`config.mk`:
```
export PLATFORM = sky130hd
export DESIGN_NAME = dsf_top
export DESIGN_NICKNAME = d
export VERILOG_FILES = /design/src/design/dsf_pkg.sv /design/src/design/dsf_pin_sync.sv /design/src/design/dsf_store.sv /design/src/design/dsf_top.sv
export SDC_FILE = /design/constraint.sdc
export NUM_CORES = 1
export LEC_CHECK = 0
export ABC_CLOCK_PERIOD_IN_PS = 4600
export BUFFER_PORTS_ARGS = -buffer_cell sky130_fd_sc_hd__buf_4
export CORE_ASPECT_RATIO = 0.9
export CORE_MARGIN = 2
export CORE_UTILIZATION = 35
export DETAILED_ROUTE_END_ITERATION = 10
export GPL_ROUTABILITY_DRIVEN = 0
export PLACE_DENSITY = 0.59
export SLEW_MARGIN = 40
export SYNTH_ARGS = -nofsm -noshare
export SYNTH_HDL_FRONTEND = slang
export SYNTH_SLANG_ARGS = --single-unit
```
`constraint.sdc`:
```
create_clock -name CORE_CLK -period 4.6 [get_ports CORE_CLK]
set_input_delay 0 -clock CORE_CLK [delete_from_list [all_inputs] [get_ports CORE_CLK]]
set_output_delay 0 -clock CORE_CLK [all_outputs]
set_load 0.005 [all_outputs]
```
`src/design/dsf_pkg.sv`:
```
package dsf_pkg;

  // Storage depth choices per buffer
  localparam int DEPTH_SMALL = 64;
  localparam int DEPTH_LARGE = 256;
  localparam int DEPTH_DEF = DEPTH_SMALL;
  // Widest pointer: 256 words plus one wrap bit
  localparam int PTR_MAX_W = 9;
  // Near-edge window, in locations from full or empty
  localparam int EDGE_GAP = 8;
  // Push ticks after reset release before space is offered
  localparam int SPACE_RISE_TICKS = 2;
  // Pop-side pointer stages ahead of the output register
  localparam int POP_SYNC_STAGES = 2;
  localparam int PUSH_SYNC_STAGES = 2;
  localparam int NUM_BUF = 2;

  // APB register byte offsets
  localparam logic [11:0] REG_CTRL = 12'h000;
  localparam logic [11:0] REG_FLAGS = 12'h004;
  localparam logic [11:0] REG_EV_STAT = 12'h008;
  localparam logic [11:0] REG_EV_CLR = 12'h00c;
  localparam logic [11:0] REG_EV_EN = 12'h010;
  localparam logic [11:0] REG_LEVEL = 12'h014;

  // CTRL: bit n holds buffer n in reset
  localparam logic [1:0] CTRL_RST_VAL = 2'h0;
  // FLAGS: one nibble per buffer
  localparam int FLG_SPACE = 0;
  localparam int FLG_OUT = 1;
  localparam int FLG_HALF = 2;
  localparam int FLG_EDGE = 3;
  localparam int FLG_STRIDE = 4;
  // Events: one nibble per buffer
  localparam int EV_OVF = 0;
  localparam int EV_UNF = 1;
  localparam int EV_HALF = 2;
  localparam int EV_FULL = 3;
  localparam int EV_STRIDE = 4;
  localparam logic [7:0] EV_EN_RST_VAL = 8'h00;
  // LEVEL: stored count of buffer n at bit n*16
  localparam int LVL_STRIDE = 16;

  typedef logic [7:0] dsf_ev_t;

  typedef enum logic [2:0] {
    PS_HOLD = 3'b001,
    PS_ARM = 3'b010,
    PS_RUN = 3'b100
  } dsf_push_st_e;

  typedef struct packed {
    logic psel;
    logic penable;
    logic pwrite;
    logic [11:0] paddr;
    logic [31:0] pwdata;
  } dsf_apb_req_s;

  typedef struct packed {
    logic [31:0] prdata;
    logic pready;
    logic pslverr;
  } dsf_apb_rsp_s;

  typedef struct packed {
    logic reset_n;
    logic data_in;
    logic pop_enable;
    logic pop_clock;
    logic push_enable;
    logic push_clock;
  } dsf_pin_in_s;

  typedef struct packed {
    logic data_out;
    logic out_ready_flag;
    logic space_avail_flag;
    logic half_level_flag;
    logic near_edge_flag;
  } dsf_pin_out_s;

  function automatic logic [PTR_MAX_W-1:0] dsf_bin2gray(
    input logic [PTR_MAX_W-1:0] b
  );
    return b ^ (b >> 1);
  endfunction

  function automatic logic [PTR_MAX_W-1:0] dsf_gray2bin(
    input logic [PTR_MAX_W-1:0] g
  );
    logic [PTR_MAX_W-1:0] b;
    b[PTR_MAX_W-1] = g[PTR_MAX_W-1];
    for (int i = PTR_MAX_W - 2; i >= 0; i--) begin
      b[i] = b[i+1] ^ g[i];
    end
    return b;
  endfunction

endpackage

```
`src/design/dsf_pin_sync.sv`:
```
`timescale 1ns/1ps
module dsf_pin_sync #(
  parameter int W = 6
) (
  // Clock and reset
  input logic clk,
  input logic rst,
  // Raw pins
  input logic [W-1:0] pin,
  // Settled levels and rising-edge pulses
  output logic [W-1:0] lvl,
  output logic [W-1:0] rise
);
  logic [W-1:0] s1_q;
  logic [W-1:0] s2_q;
  logic [W-1:0] s3_q;
  logic [W-1:0] lvl_q;
  logic [W-1:0] lvl_d;
  logic [W-1:0] rise_q;
  logic [W-1:0] rise_d;

  // A change counts only once stages two and three agree
  always_comb begin
    lvl_d = lvl_q;
    for (int i = 0; i < W; i++) begin
      if (s2_q[i] == s3_q[i]) begin
        lvl_d[i] = s3_q[i];
      end
    end
    rise_d = lvl_d & ~lvl_q;
  end

  always_ff @(posedge clk) begin
    if (rst) begin
      s1_q <= '0;
      s2_q <= '0;
      s3_q <= '0;
      lvl_q <= '0;
      rise_q <= '0;
    end else begin
      s1_q <= pin;
      s2_q <= s1_q;
      s3_q <= s2_q;
      lvl_q <= lvl_d;
      rise_q <= rise_d;
    end
  end

  assign lvl = lvl_q;
  assign rise = rise_q;
endmodule

```
`src/design/dsf_store.sv`:
```
`timescale 1ns/1ps
module dsf_store #(
  parameter int DEPTH = 64,
  parameter int AW = 6
) (
  // Clock
  input logic clk,
  // Write port
  input logic wr_en,
  input logic [AW-1:0] wr_addr,
  input logic wr_bit,
  // Read port, combinational
  input logic [AW-1:0] rd_addr,
  output logic rd_bit
);
  logic mem [DEPTH];

  // No reset: contents are dead until the pointers say otherwise
  always_ff @(posedge clk) begin
    if (wr_en) begin
      mem[wr_addr] <= wr_bit;
    end
  end

  assign rd_bit = mem[rd_addr];
endmodule

```
`src/design/dsf_top.sv`:
```
// The APB interface to the registers and the placing of the registers were chosen for this implementation.
`timescale 1ns/1ps
module dsf_top #(
  parameter int DEPTH = dsf_pkg::DEPTH_DEF
) (
  // Core clock and reset
  input logic CORE_CLK,
  input logic RST,
  // APB slave
  input dsf_pkg::dsf_apb_req_s APB_REQ,
  output dsf_pkg::dsf_apb_rsp_s APB_RSP,
  // Buffer pins
  input dsf_pkg::dsf_pin_in_s BUF_IN [dsf_pkg::NUM_BUF],
  output dsf_pkg::dsf_pin_out_s BUF_OUT [dsf_pkg::NUM_BUF],
  // Interrupt
  output logic IRQ
);
  import dsf_pkg::*;

  localparam int AW = $clog2(DEPTH);
  localparam int PW = AW + 1;
  localparam logic [PW-1:0] FULL_CNT = PW'(DEPTH);
  localparam logic [PW-1:0] HALF_CNT = PW'(DEPTH / 2);
  localparam logic [PW-1:0] EDGE_LO = PW'(EDGE_GAP);
  localparam logic [PW-1:0] EDGE_HI = PW'(DEPTH - EDGE_GAP);

  logic [NUM_BUF-1:0] ctrl_q;
  logic [NUM_BUF-1:0] ctrl_d;
  dsf_ev_t ev;
  logic [NUM_BUF*FLG_STRIDE-1:0] flags;
  logic [PW-1:0] level [NUM_BUF];

  genvar g;
  // Each buffer is its own generate instance; nothing is shared
  for (g = 0; g < NUM_BUF; g++) begin : gen_buf
    logic [5:0] pin_lvl;
    logic [5:0] pin_rise;
    logic brst;
    logic push_tick;
    logic pop_tick;
    logic push_en;
    logic pop_en;
    logic din;
    logic rd_bit;
    logic wr_do;
    logic take;
    logic load;
    logic mem_avail;
    logic [PW-1:0] rbin;
    logic [PW-1:0] wbin;
    logic [PW-1:0] stored_d;
    // Full-width conversion results, cut down to the pointer width
    logic [PTR_MAX_W-1:0] rbin_x;
    logic [PTR_MAX_W-1:0] wbin_x;
    logic [PTR_MAX_W-1:0] wgray_x;
    logic [PTR_MAX_W-1:0] rgray_x;
    // Push side
    dsf_push_st_e pst_q;
    dsf_push_st_e pst_d;
    logic [PW-1:0] wptr_q;
    logic [PW-1:0] wptr_d;
    logic [PW-1:0] wgray_q;
    logic [PW-1:0] wgray_d;
    logic [PW-1:0] rsync1_q;
    logic [PW-1:0] rsync1_d;
    logic [PW-1:0] rsync2_q;
    logic [PW-1:0] rsync2_d;
    logic ir_q;
    logic ir_d;
    // Pop side
    logic [PW-1:0] rptr_q;
    logic [PW-1:0] rptr_d;
    logic [PW-1:0] rgray_q;
    logic [PW-1:0] rgray_d;
    logic [PW-1:0] wsync1_q;
    logic [PW-1:0] wsync1_d;
    logic [PW-1:0] wsync2_q;
    logic [PW-1:0] wsync2_d;
    logic or_q;
    logic or_d;
    logic dout_q;
    logic dout_d;
    // Level flags
    logic hf_q;
    logic hf_d;
    logic edge_q;
    logic edge_d;

    // Push and pop clocks arrive as pins; their rising edges become tick pulses
    dsf_pin_sync #(
      .W(6)
    ) u_sync (
      .clk(CORE_CLK),
      .rst(RST),
      .pin(BUF_IN[g]),
      .lvl(pin_lvl),
      .rise(pin_rise)
    );

    assign push_tick = pin_rise[0];
    assign push_en = pin_lvl[1];
    assign pop_tick = pin_rise[2];
    assign pop_en = pin_lvl[3];
    assign din = pin_lvl[4];
    // Pin reset, global reset or software hold
    assign brst = RST | ~pin_lvl[5] | ctrl_q[g];

    dsf_store #(
      .DEPTH(DEPTH),
      .AW(AW)
    ) u_store (
      .clk(CORE_CLK),
      .wr_en(wr_do),
      .wr_addr(wptr_q[AW-1:0]),
      .wr_bit(din),
      .rd_addr(rptr_q[AW-1:0]),
      .rd_bit(rd_bit)
    );

    // Push side, advancing only on push ticks
    always_comb begin
      rbin_x = dsf_gray2bin(PTR_MAX_W'(rsync2_q));
      rbin = rbin_x[PW-1:0];
      wr_do = push_tick & push_en & ir_q;
      wptr_d = wptr_q + PW'(wr_do);
      wgray_x = dsf_bin2gray(PTR_MAX_W'(wptr_q));
      wgray_d = wgray_x[PW-1:0];
      pst_d = pst_q;
      ir_d = ir_q;
      rsync1_d = rsync1_q;
      rsync2_d = rsync2_q;
      if (push_tick) begin
        rsync1_d = rgray_q;
        rsync2_d = rsync1_q;
        case (pst_q)
          PS_HOLD: pst_d = PS_ARM;
          PS_ARM: pst_d = PS_RUN;
          PS_RUN: pst_d = PS_RUN;
          default: pst_d = PS_HOLD;
        endcase
        // Space is offered from the second tick after release on
        ir_d = (pst_d == PS_RUN) && ((wptr_d - rbin) != FULL_CNT);
      end
    end

    always_ff @(posedge CORE_CLK) begin
      if (brst) begin
        pst_q <= PS_HOLD;
        wptr_q <= '0;
        wgray_q <= '0;
        rsync1_q <= '0;
        rsync2_q <= '0;
        ir_q <= 1'b0;
      end else begin
        pst_q <= pst_d;
        wptr_q <= wptr_d;
        wgray_q <= wgray_d;
        rsync1_q <= rsync1_d;
        rsync2_q <= rsync2_d;
        ir_q <= ir_d;
      end
    end

    // Pop side: two pointer stages, then the output register as the third
    always_comb begin
      wbin_x = dsf_gray2bin(PTR_MAX_W'(wsync2_q));
      wbin = wbin_x[PW-1:0];
      mem_avail = (wbin != rptr_q);
      take = pop_tick & pop_en & or_q;
      load = pop_tick & (~or_q | take) & mem_avail;
      rptr_d = rptr_q + PW'(load);
      rgray_x = dsf_bin2gray(PTR_MAX_W'(rptr_q));
      rgray_d = rgray_x[PW-1:0];
      wsync1_d = wsync1_q;
      wsync2_d = wsync2_q;
      or_d = or_q;
      dout_d = dout_q;
      if (pop_tick) begin
        wsync1_d = wgray_q;
        wsync2_d = wsync1_q;
        or_d = mem_avail | (or_q & ~take);
      end
      if (load) begin
        dout_d = rd_bit;
      end
    end

    always_ff @(posedge CORE_CLK) begin
      if (brst) begin
        rptr_q <= '0;
        rgray_q <= '0;
        wsync1_q <= '0;
        wsync2_q <= '0;
        or_q <= 1'b0;
        dout_q <= 1'b0;
      end else begin
        rptr_q <= rptr_d;
        rgray_q <= rgray_d;
        wsync1_q <= wsync1_d;
        wsync2_q <= wsync2_d;
        or_q <= or_d;
        dout_q <= dout_d;
      end
    end

    // Level flags see the exact stored count; the output bit is excluded
    always_comb begin
      stored_d = wptr_d - rptr_d;
      hf_d = (stored_d >= HALF_CNT);
      edge_d = (stored_d <= EDGE_LO) || (stored_d >= EDGE_HI);
    end

    always_ff @(posedge CORE_CLK) begin
      if (brst) begin
        hf_q <= 1'b0;
        edge_q <= 1'b1;
      end else begin
        hf_q <= hf_d;
        edge_q <= edge_d;
      end
    end

    assign level[g] = wptr_q - rptr_q;
    assign ev[g*EV_STRIDE+EV_OVF] = push_tick & push_en & ~ir_q & ~brst;
    assign ev[g*EV_STRIDE+EV_UNF] = pop_tick & pop_en & ~or_q & ~brst;
    assign ev[g*EV_STRIDE+EV_HALF] = hf_d & ~hf_q & ~brst;
    assign ev[g*EV_STRIDE+EV_FULL] = ir_q & ~ir_d & ~brst;
    assign flags[g*FLG_STRIDE+FLG_SPACE] = ir_q;
    assign flags[g*FLG_STRIDE+FLG_OUT] = or_q;
    assign flags[g*FLG_STRIDE+FLG_HALF] = hf_q;
    assign flags[g*FLG_STRIDE+FLG_EDGE] = edge_q;

    assign BUF_OUT[g].data_out = dout_q;
    assign BUF_OUT[g].out_ready_flag = or_q;
    assign BUF_OUT[g].space_avail_flag = ir_q;
    assign BUF_OUT[g].half_level_flag = hf_q;
    assign BUF_OUT[g].near_edge_flag = edge_q;
  end

  // APB slave: data is prepared in setup, access lasts one cycle
  logic setup;
  logic access;
  logic [31:0] prdata_q;
  logic [31:0] prdata_d;
  logic pready_q;
  logic pready_d;
  logic pslverr_q;
  logic pslverr_d;
  dsf_ev_t stat_q;
  dsf_ev_t stat_d;
  dsf_ev_t en_q;
  dsf_ev_t en_d;
  dsf_ev_t clr;
  logic irq_q;
  logic irq_d;

  assign setup = APB_REQ.psel & ~APB_REQ.penable;
  assign access = APB_REQ.psel & APB_REQ.penable & pready_q;

  always_comb begin
    prdata_d = prdata_q;
    pslverr_d = 1'b0;
    pready_d = setup;
    ctrl_d = ctrl_q;
    en_d = en_q;
    clr = '0;
    if (setup) begin
      prdata_d = '0;
      if (APB_REQ.paddr == REG_CTRL) begin
        prdata_d[NUM_BUF-1:0] = ctrl_q;
      end else if (APB_REQ.paddr == REG_FLAGS) begin
        prdata_d[NUM_BUF*FLG_STRIDE-1:0] = flags;
      end else if (APB_REQ.paddr == REG_EV_STAT) begin
        prdata_d[7:0] = stat_q;
      end else if (APB_REQ.paddr == REG_EV_CLR) begin
        prdata_d = '0;
      end else if (APB_REQ.paddr == REG_EV_EN) begin
        prdata_d[7:0] = en_q;
      end else if (APB_REQ.paddr == REG_LEVEL) begin
        prdata_d[PW-1:0] = level[0];
        prdata_d[LVL_STRIDE +: PW] = level[1];
      end else begin
        pslverr_d = 1'b1;
      end
    end
    if (access && APB_REQ.pwrite) begin
      if (APB_REQ.paddr == REG_CTRL) begin
        ctrl_d = APB_REQ.pwdata[NUM_BUF-1:0];
      end else if (APB_REQ.paddr == REG_EV_CLR) begin
        clr = APB_REQ.pwdata[7:0];
      end else if (APB_REQ.paddr == REG_EV_EN) begin
        en_d = APB_REQ.pwdata[7:0];
      end
    end
    // A new event wins over a clear in the same cycle
    stat_d = (stat_q & ~clr) | ev;
    irq_d = |(stat_q & en_q);
  end

  always_ff @(posedge CORE_CLK) begin
    if (RST) begin
      prdata_q <= '0;
      pready_q <= 1'b0;
      pslverr_q <= 1'b0;
      ctrl_q <= CTRL_RST_VAL;
      stat_q <= '0;
      en_q <= EV_EN_RST_VAL;
      irq_q <= 1'b0;
    end else begin
      prdata_q <= prdata_d;
      pready_q <= pready_d;
      pslverr_q <= pslverr_d;
      ctrl_q <= ctrl_d;
      stat_q <= stat_d;
      en_q <= en_d;
      irq_q <= irq_d;
    end
  end

  assign APB_RSP.prdata = prdata_q;
  assign APB_RSP.pready = pready_q;
  assign APB_RSP.pslverr = pslverr_q;
  assign IRQ = irq_q;
endmodule

```
Word level (Yosys, flattened, before mapping)
Memories as Yosys holds them, arrays and structs flattened. A register that Yosys moved wholly into a read port is not among the register bits.
Cells that the tools add are included.
- add/subtract/negate cells: 10
- magnitude comparators: 6
- equal/unequal tests: 29
- muxes and demuxes: 39
- bitwise operators: 95
- reductions and logical operators: 12
- operators with widths (cell ; number):
    $mux W8 ; 6
    $sub A7 B7 Y7 ; 6
    $mux W7 ; 5
    $and A1 B1 Y1 ; 33
    $mux W15 ; 2
    $mux W30 ; 1
    $add A7 B1 Y7 ; 4
    $ge A7 B6 Y1 const B ; 4
    $xor A7 B6 Y7 ; 4
    $eq A12 B4 Y1 const B ; 2
    $eq A12 B5 Y1 const B ; 2
    $xor A1 B1 Y1 ; 24
    $mux W1 ; 20
    $not A1 Y1 ; 18
    $and A8 B8 Y8 ; 2
    $le A7 B4 Y1 const B ; 2
    $ne A7 B7 Y1 ; 2
    $ne A7 B7 Y1 const B ; 2
    $eq A1 B1 Y1 ; 12
    $eq A12 B3 Y1 const B ; 1
    $eq A3 B3 Y1 const B ; 4
    $logic_not A12 Y1 ; 1
    $pmux W3 S2 ; 2
    $not A8 Y8 ; 1
    15 further kinds ; 31
- bits in registers: 233
- memory bits (writable): 128
- bits of input ports: 61
- output and inout port bits: 45
- word-level logic and storage cells: 236
- memories kept: 2
- memory list (memory ; depth ; width ; read ports ; clocked after memory_dff ; wr ports ; RTL line ; source):
    gen_buf[0].u_store.mem ; 64 ; 1 ; 1 ; 1 ; 1 ; dsf_store.sv:16 ; logic mem [DEPTH];
    gen_buf[1].u_store.mem ; 64 ; 1 ; 1 ; 1 ; 1 ; dsf_store.sv:16 ;

Logic depth before layout (Yosys ltp)
- depth after elaboration: 14
- depth in mapped cells: 18
- depth with buffers taken out: 17

By module
A second synthesis with hierarchy kept.
- cells, all modules: 1487
- area total of the unflattened synthesis: 15990.3 um2
- modules (own cells, without submodules) (module ; times used ; cells an instance ; area each (um2) ; seq. area each (um2)):
    dsf_top ; 1 ; 933 ; 8455.6 ; 3283.1
    dsf_store ; 2 ; 203 ; 2894.0 ; 1921.8
    dsf_pin_sync ; 2 ; 74 ; 873.3 ; 600.6

Worst setup path after synthesis
No wires, ideal clock.
- path type: register to register
- from: register gen_buf[1].wsync2_q[6]
- to: register gen_buf[1].edge_q
- library setup time: 0.122 ns
- data arrival time: 3.735 ns
- data required time: 4.478 ns
- path slack: 0.743 ns
- stages on the path, launching flop included: 17
- path buffers: 0
- clock period less this slack: 3.857 ns
- cell sequence: dfxtp_1 xnor3_1 nor4b_1 o311ai_1 o21ai_1 a21oi_1 ha_1 nand2_1 xnor2_1 ha_1 and3b_1 a211o_1 a21oi_1 o21ai_4 nor2_1 or4_1 a311o_1
- longest elaborated chain between the ends: 12
- elaborated cells between the ends (all ways): 13
- RTL lines (what ; RTL line ; source):
    start: declaration ; dsf_top.sv:77 ; logic [PW-1:0] wsync2_q;
    start signal: assignment ; dsf_top.sv:200 ; wsync2_q <= wsync2_d;
    $xor A1 B1 Y1 (6 in a row) ; dsf_pkg.sv:95 ; b[i] = b[i+1] ^ g[i];
    $ne A7 B7 Y1 (*) ; dsf_top.sv:168 ; mem_avail = (wbin != rptr_q);
    $and A1 B1 Y1 (*) ; dsf_top.sv:170 ; load = pop_tick & (~or_q | take) & mem_avail;
    named net gen_buf[1].load ; dsf_top.sv:47 ; logic load;
    $add A7 B1 Y7 (*) ; dsf_top.sv:171 ; rptr_d = rptr_q + PW'(load);
    $sub A7 B7 Y7 (*) ; dsf_top.sv:208 ; stored_d = wptr_d - rptr_d;
    $le A7 B4 Y1 / $ge A7 B6 Y1 (equally long branches) ; dsf_top.sv:210 ; edge_d = (stored_d <= EDGE_LO) || (stored_d >= EDGE_HI);
    $logic_or A1 B1 Y1 (*) ; dsf_top.sv:210 ;
    end signal: assignment ; dsf_top.sv:219 ; edge_q <= edge_d;
    end: declaration ; dsf_top.sv:86 ; logic edge_q;
Mark *: on every way through the listed nets, which the timed path passes. The rest lies on a longest branch.
A chain may end at the register's enable or synchronous reset.

Worst setup path after layout
Same ends and word-level chain as after synthesis.

==> impl_metrics.env <==
export IMPL_status="finished clean"
export IMPL_drt_initial_drc_count=912
export IMPL_grt_usage_pct=15.9
export IMPL_drtAntennaViolNets=0
export IMPL_drc=0
export IMPL_cts_max_level=2
export IMPL_ios=106
export IMPL_setup_viol=0
export IMPL_ctsResizeCount=0
export IMPL_fmax_ghz=0.231
export IMPL_clk_pin_slew_ps=60
export IMPL_cts_sinks=344
export IMPL_p_leak_nw=6.54
export IMPL_dpl_hpwl_mm=24.5
export IMPL_syn_area_per_cell_um2=10.8
export IMPL_clk_latency_ps=560
export IMPL_relSlewSlack_pct=48.0
export IMPL_cts_tree="built"
export IMPL_dieArea_um2=47000
export IMPL_die_w_um=228
export IMPL_ys_types=78
export IMPL_fp_dieH_um=206
export IMPL_yosysSeqAreaShare_pct=51.5
export IMPL_routedWlPerCell_um=17.0
export IMPL_synth_most_common_cell="nor2_1"
export IMPL_slew_violations=0
export IMPL_synth_commonest_cells="nor2_1 (253), dfxtp_1 (216), edfxtp_1 (128)"
export IMPL_drive_above_1_share_pct=13.1
export IMPL_cap_violations=0
export IMPL_final_area_um2=18600
export IMPL_grt_pass1_wl_mm=58.9
export IMPL_regArea_um2=8170
export IMPL_start_kind="flip-flop"
export IMPL_yosys_warnings=0
export IMPL_grt_max_degree=67
export IMPL_hold_viol_final=0
export IMPL_synthArstFlopShare_pct=0
export IMPL_rows=73
export IMPL_synth_edf_count=128
export IMPL_cts_buffers=39
export IMPL_synth_top_area_share_pct=27.3
export IMPL_start_util_pct=35.7
export IMPL_power_density_nw_per_um2=358
export IMPL_yosysTopAreaCell="dfxtp_1"
export IMPL_syn_inst=1467
export IMPL_antenna_found_initial=0
export IMPL_place_area_um2=16800
export IMPL_first_pass_iters=5
export IMPL_fin_crit_sh_pct=94.1
export IMPL_synthesis_area_um2=15900
export IMPL_fin_nets=1682
export IMPL_viasPerCell=4.93
export IMPL_crit_type="reg -> reg"
export IMPL_antennaDiodeCount=0
export IMPL_critPathCaptureType="flip-flop"
export IMPL_cts_buffer_depth=3
export IMPL_portBuffers=64
export IMPL_synth_top_flop_cell="dfxtp_1"
export IMPL_timing_setup_tns_ps=0
export IMPL_tightest_slew_ps=778
export IMPL_grt_overflow_total=0
export IMPL_drt_wl_total_mm=37.1
export IMPL_synthTopCellsByArea="dfxtp_1 (27%), edfxtp_1 (24%), nor2_1 (6.0%)"
export IMPL_fp_coreArea_um2=44500
export IMPL_clock_skew_final_ps=23.1
export IMPL_root_buffer="clkbuf_16"
export IMPL_min_delay_path_class="in -> reg"
export IMPL_rsz0062_at_grt="no"
export IMPL_vias=10700
export IMPL_area_growth_syn_to_layout_pct=17.0
export IMPL_first_global_vias=10700
export IMPL_max_vdd_ir_drop_v=0.000183
export IMPL_fin_crit_ps=4330
export IMPL_multi_input_area_um2=7090
export IMPL_crit_fanout=5
export IMPL_ys_ff_latch=344
export IMPL_nFillCells=4285
export IMPL_crit_required_ps=5040
export IMPL_cp_arrival_ps=4770
registers in the layout, summed over array words and instances, names as in the netlist, 10 cells and up, named ones only:
| signal | cells |
|---|---|
| gen_buf.wsync1_q | 14 |
| gen_buf.wgray_q | 14 |
| gen_buf.u_sync.lvl | 10 |
| gen_buf.rgray_q | 14 |
| gen_buf.u_sync.s1_q | 12 |
| gen_buf.u_sync.s2_q | 12 |
| prdata_q | 15 |
| gen_buf.rptr_q | 14 |
| gen_buf.u_store.mem | 128 |
| gen_buf.u_sync.s3_q | 12 |
| gen_buf.wsync2_q | 14 |
| gen_buf.rsync1_q | 14 |
| gen_buf.rsync2_q | 14 |
| gen_buf.wptr_q | 14 |
worst max-delay path, stage by stage, from the launching register on:
cell	delay, ps
dfxtp_1	380
xnor3_1	500
nor4b_1	190
o311ai_1	280
o21ai_1	130
a21oi_1	340
ha_1	320
nand2_1	90
xnor2_1	160
ha_1	360
and3b_1	200
a211o_1	150
a21oi_1	130
o21ai_4	180
nor2_1	70
or4_1	460
a311o_1	270
cell usage in the layout (no fill, tap or decap), types with 33 or more instances in the layout:
cell and count:
ha_1 71, xnor2_1 41, dlygate4sd3_1 36, o21ai_0 33, and3_1 33, nor2b_1 45
nor2_1 253, dfxtp_1 216, clkbuf_16 40, mux2i_1 80, buf_4 86, a21oi_1 63
edfxtp_1 128, nand2_1 97
cells by family after synthesis:
kind of cell	synth area share, %
simple gates	16.4
flops	51.5
compound gates	6.71
buf+inv	4.20
mux	9.88
xor+xnor	5.41
fa+ha+maj	5.85
other cells	0.0236
timing repair:
action                                  CTS  global route
hold buffers                             36             0
endpoints found under the hold margin    48             0
buffers inserted                          0             0
endpoints found under the setup margin    0             0
per-layer routing:
metal,share of wire [%],track usage (%),vias to the layer above
li1,-,-,5248
met5,0,0,-
met3,5.7,3.16,67
met4,2.7,6.05,0
met1,49,22.4,5166
met2,43,24.1,252
report_power, final:
part	leakage (nW)	switching (mW)	internal, mW
clock	0.702	1.27	2.11
combinational	2.91	0.0550	0.0531
sequential	2.93	0.00626	3.15
per-stage QoR:
| stage | total power [mW] | hold slack, ps | std cells | worst slack, ps | utilization [%] |
|---|---|---|---|---|---|
| final | 6.65 | 58.8 | 2179 | 273 | 41.7 |
| after global routing | 6.86 | 70.8 | 2179 | 42.1 | 41.7 |
| after CTS | 6.74 | 26.7 | 2179 | 325 | 41.7 |
| after detailed placement | 3.31 | 218 | 2071 | 352 | 37.7 |
| after global placement | 3.31 | 220 | 2071 | 459 | 37.7 |
| after floorplan | 3.28 | 128 | 1483 | 743 | - |
layout make-up:
| class | instances | area share [%] |
|---|---|---|
| inverters | 32 | 0.674 |
| repair buffers | 122 | 5.42 |
| clock inverters | 21 | 1.60 |
| flip-flops and latches | 344 | 44.0 |
| clock buffers | 51 | 6.00 |
| multi-input cells | 1009 | 38.2 |
| well taps | 600 | 4.05 |
path summary, 6_finish.rpt:
check / start / to / slack (ps) / cells past startpoint
setup / recovery: gen_buf[1].wsync2_q[6] / gen_buf[1].edge_q / 270 / 16
hold / removal: APB_REQ[46] / ctrl_q[1] / 60 / 5
setup reg to reg: gen_buf[1].wsync2_q[6] / gen_buf[1].edge_q / 270 / 16
hold reg to reg: gen_buf[1].u_sync.lvl[2] / gen_buf[1].u_sync.rise[2] / 410 / 1
(Power assumes the default switching activity.)
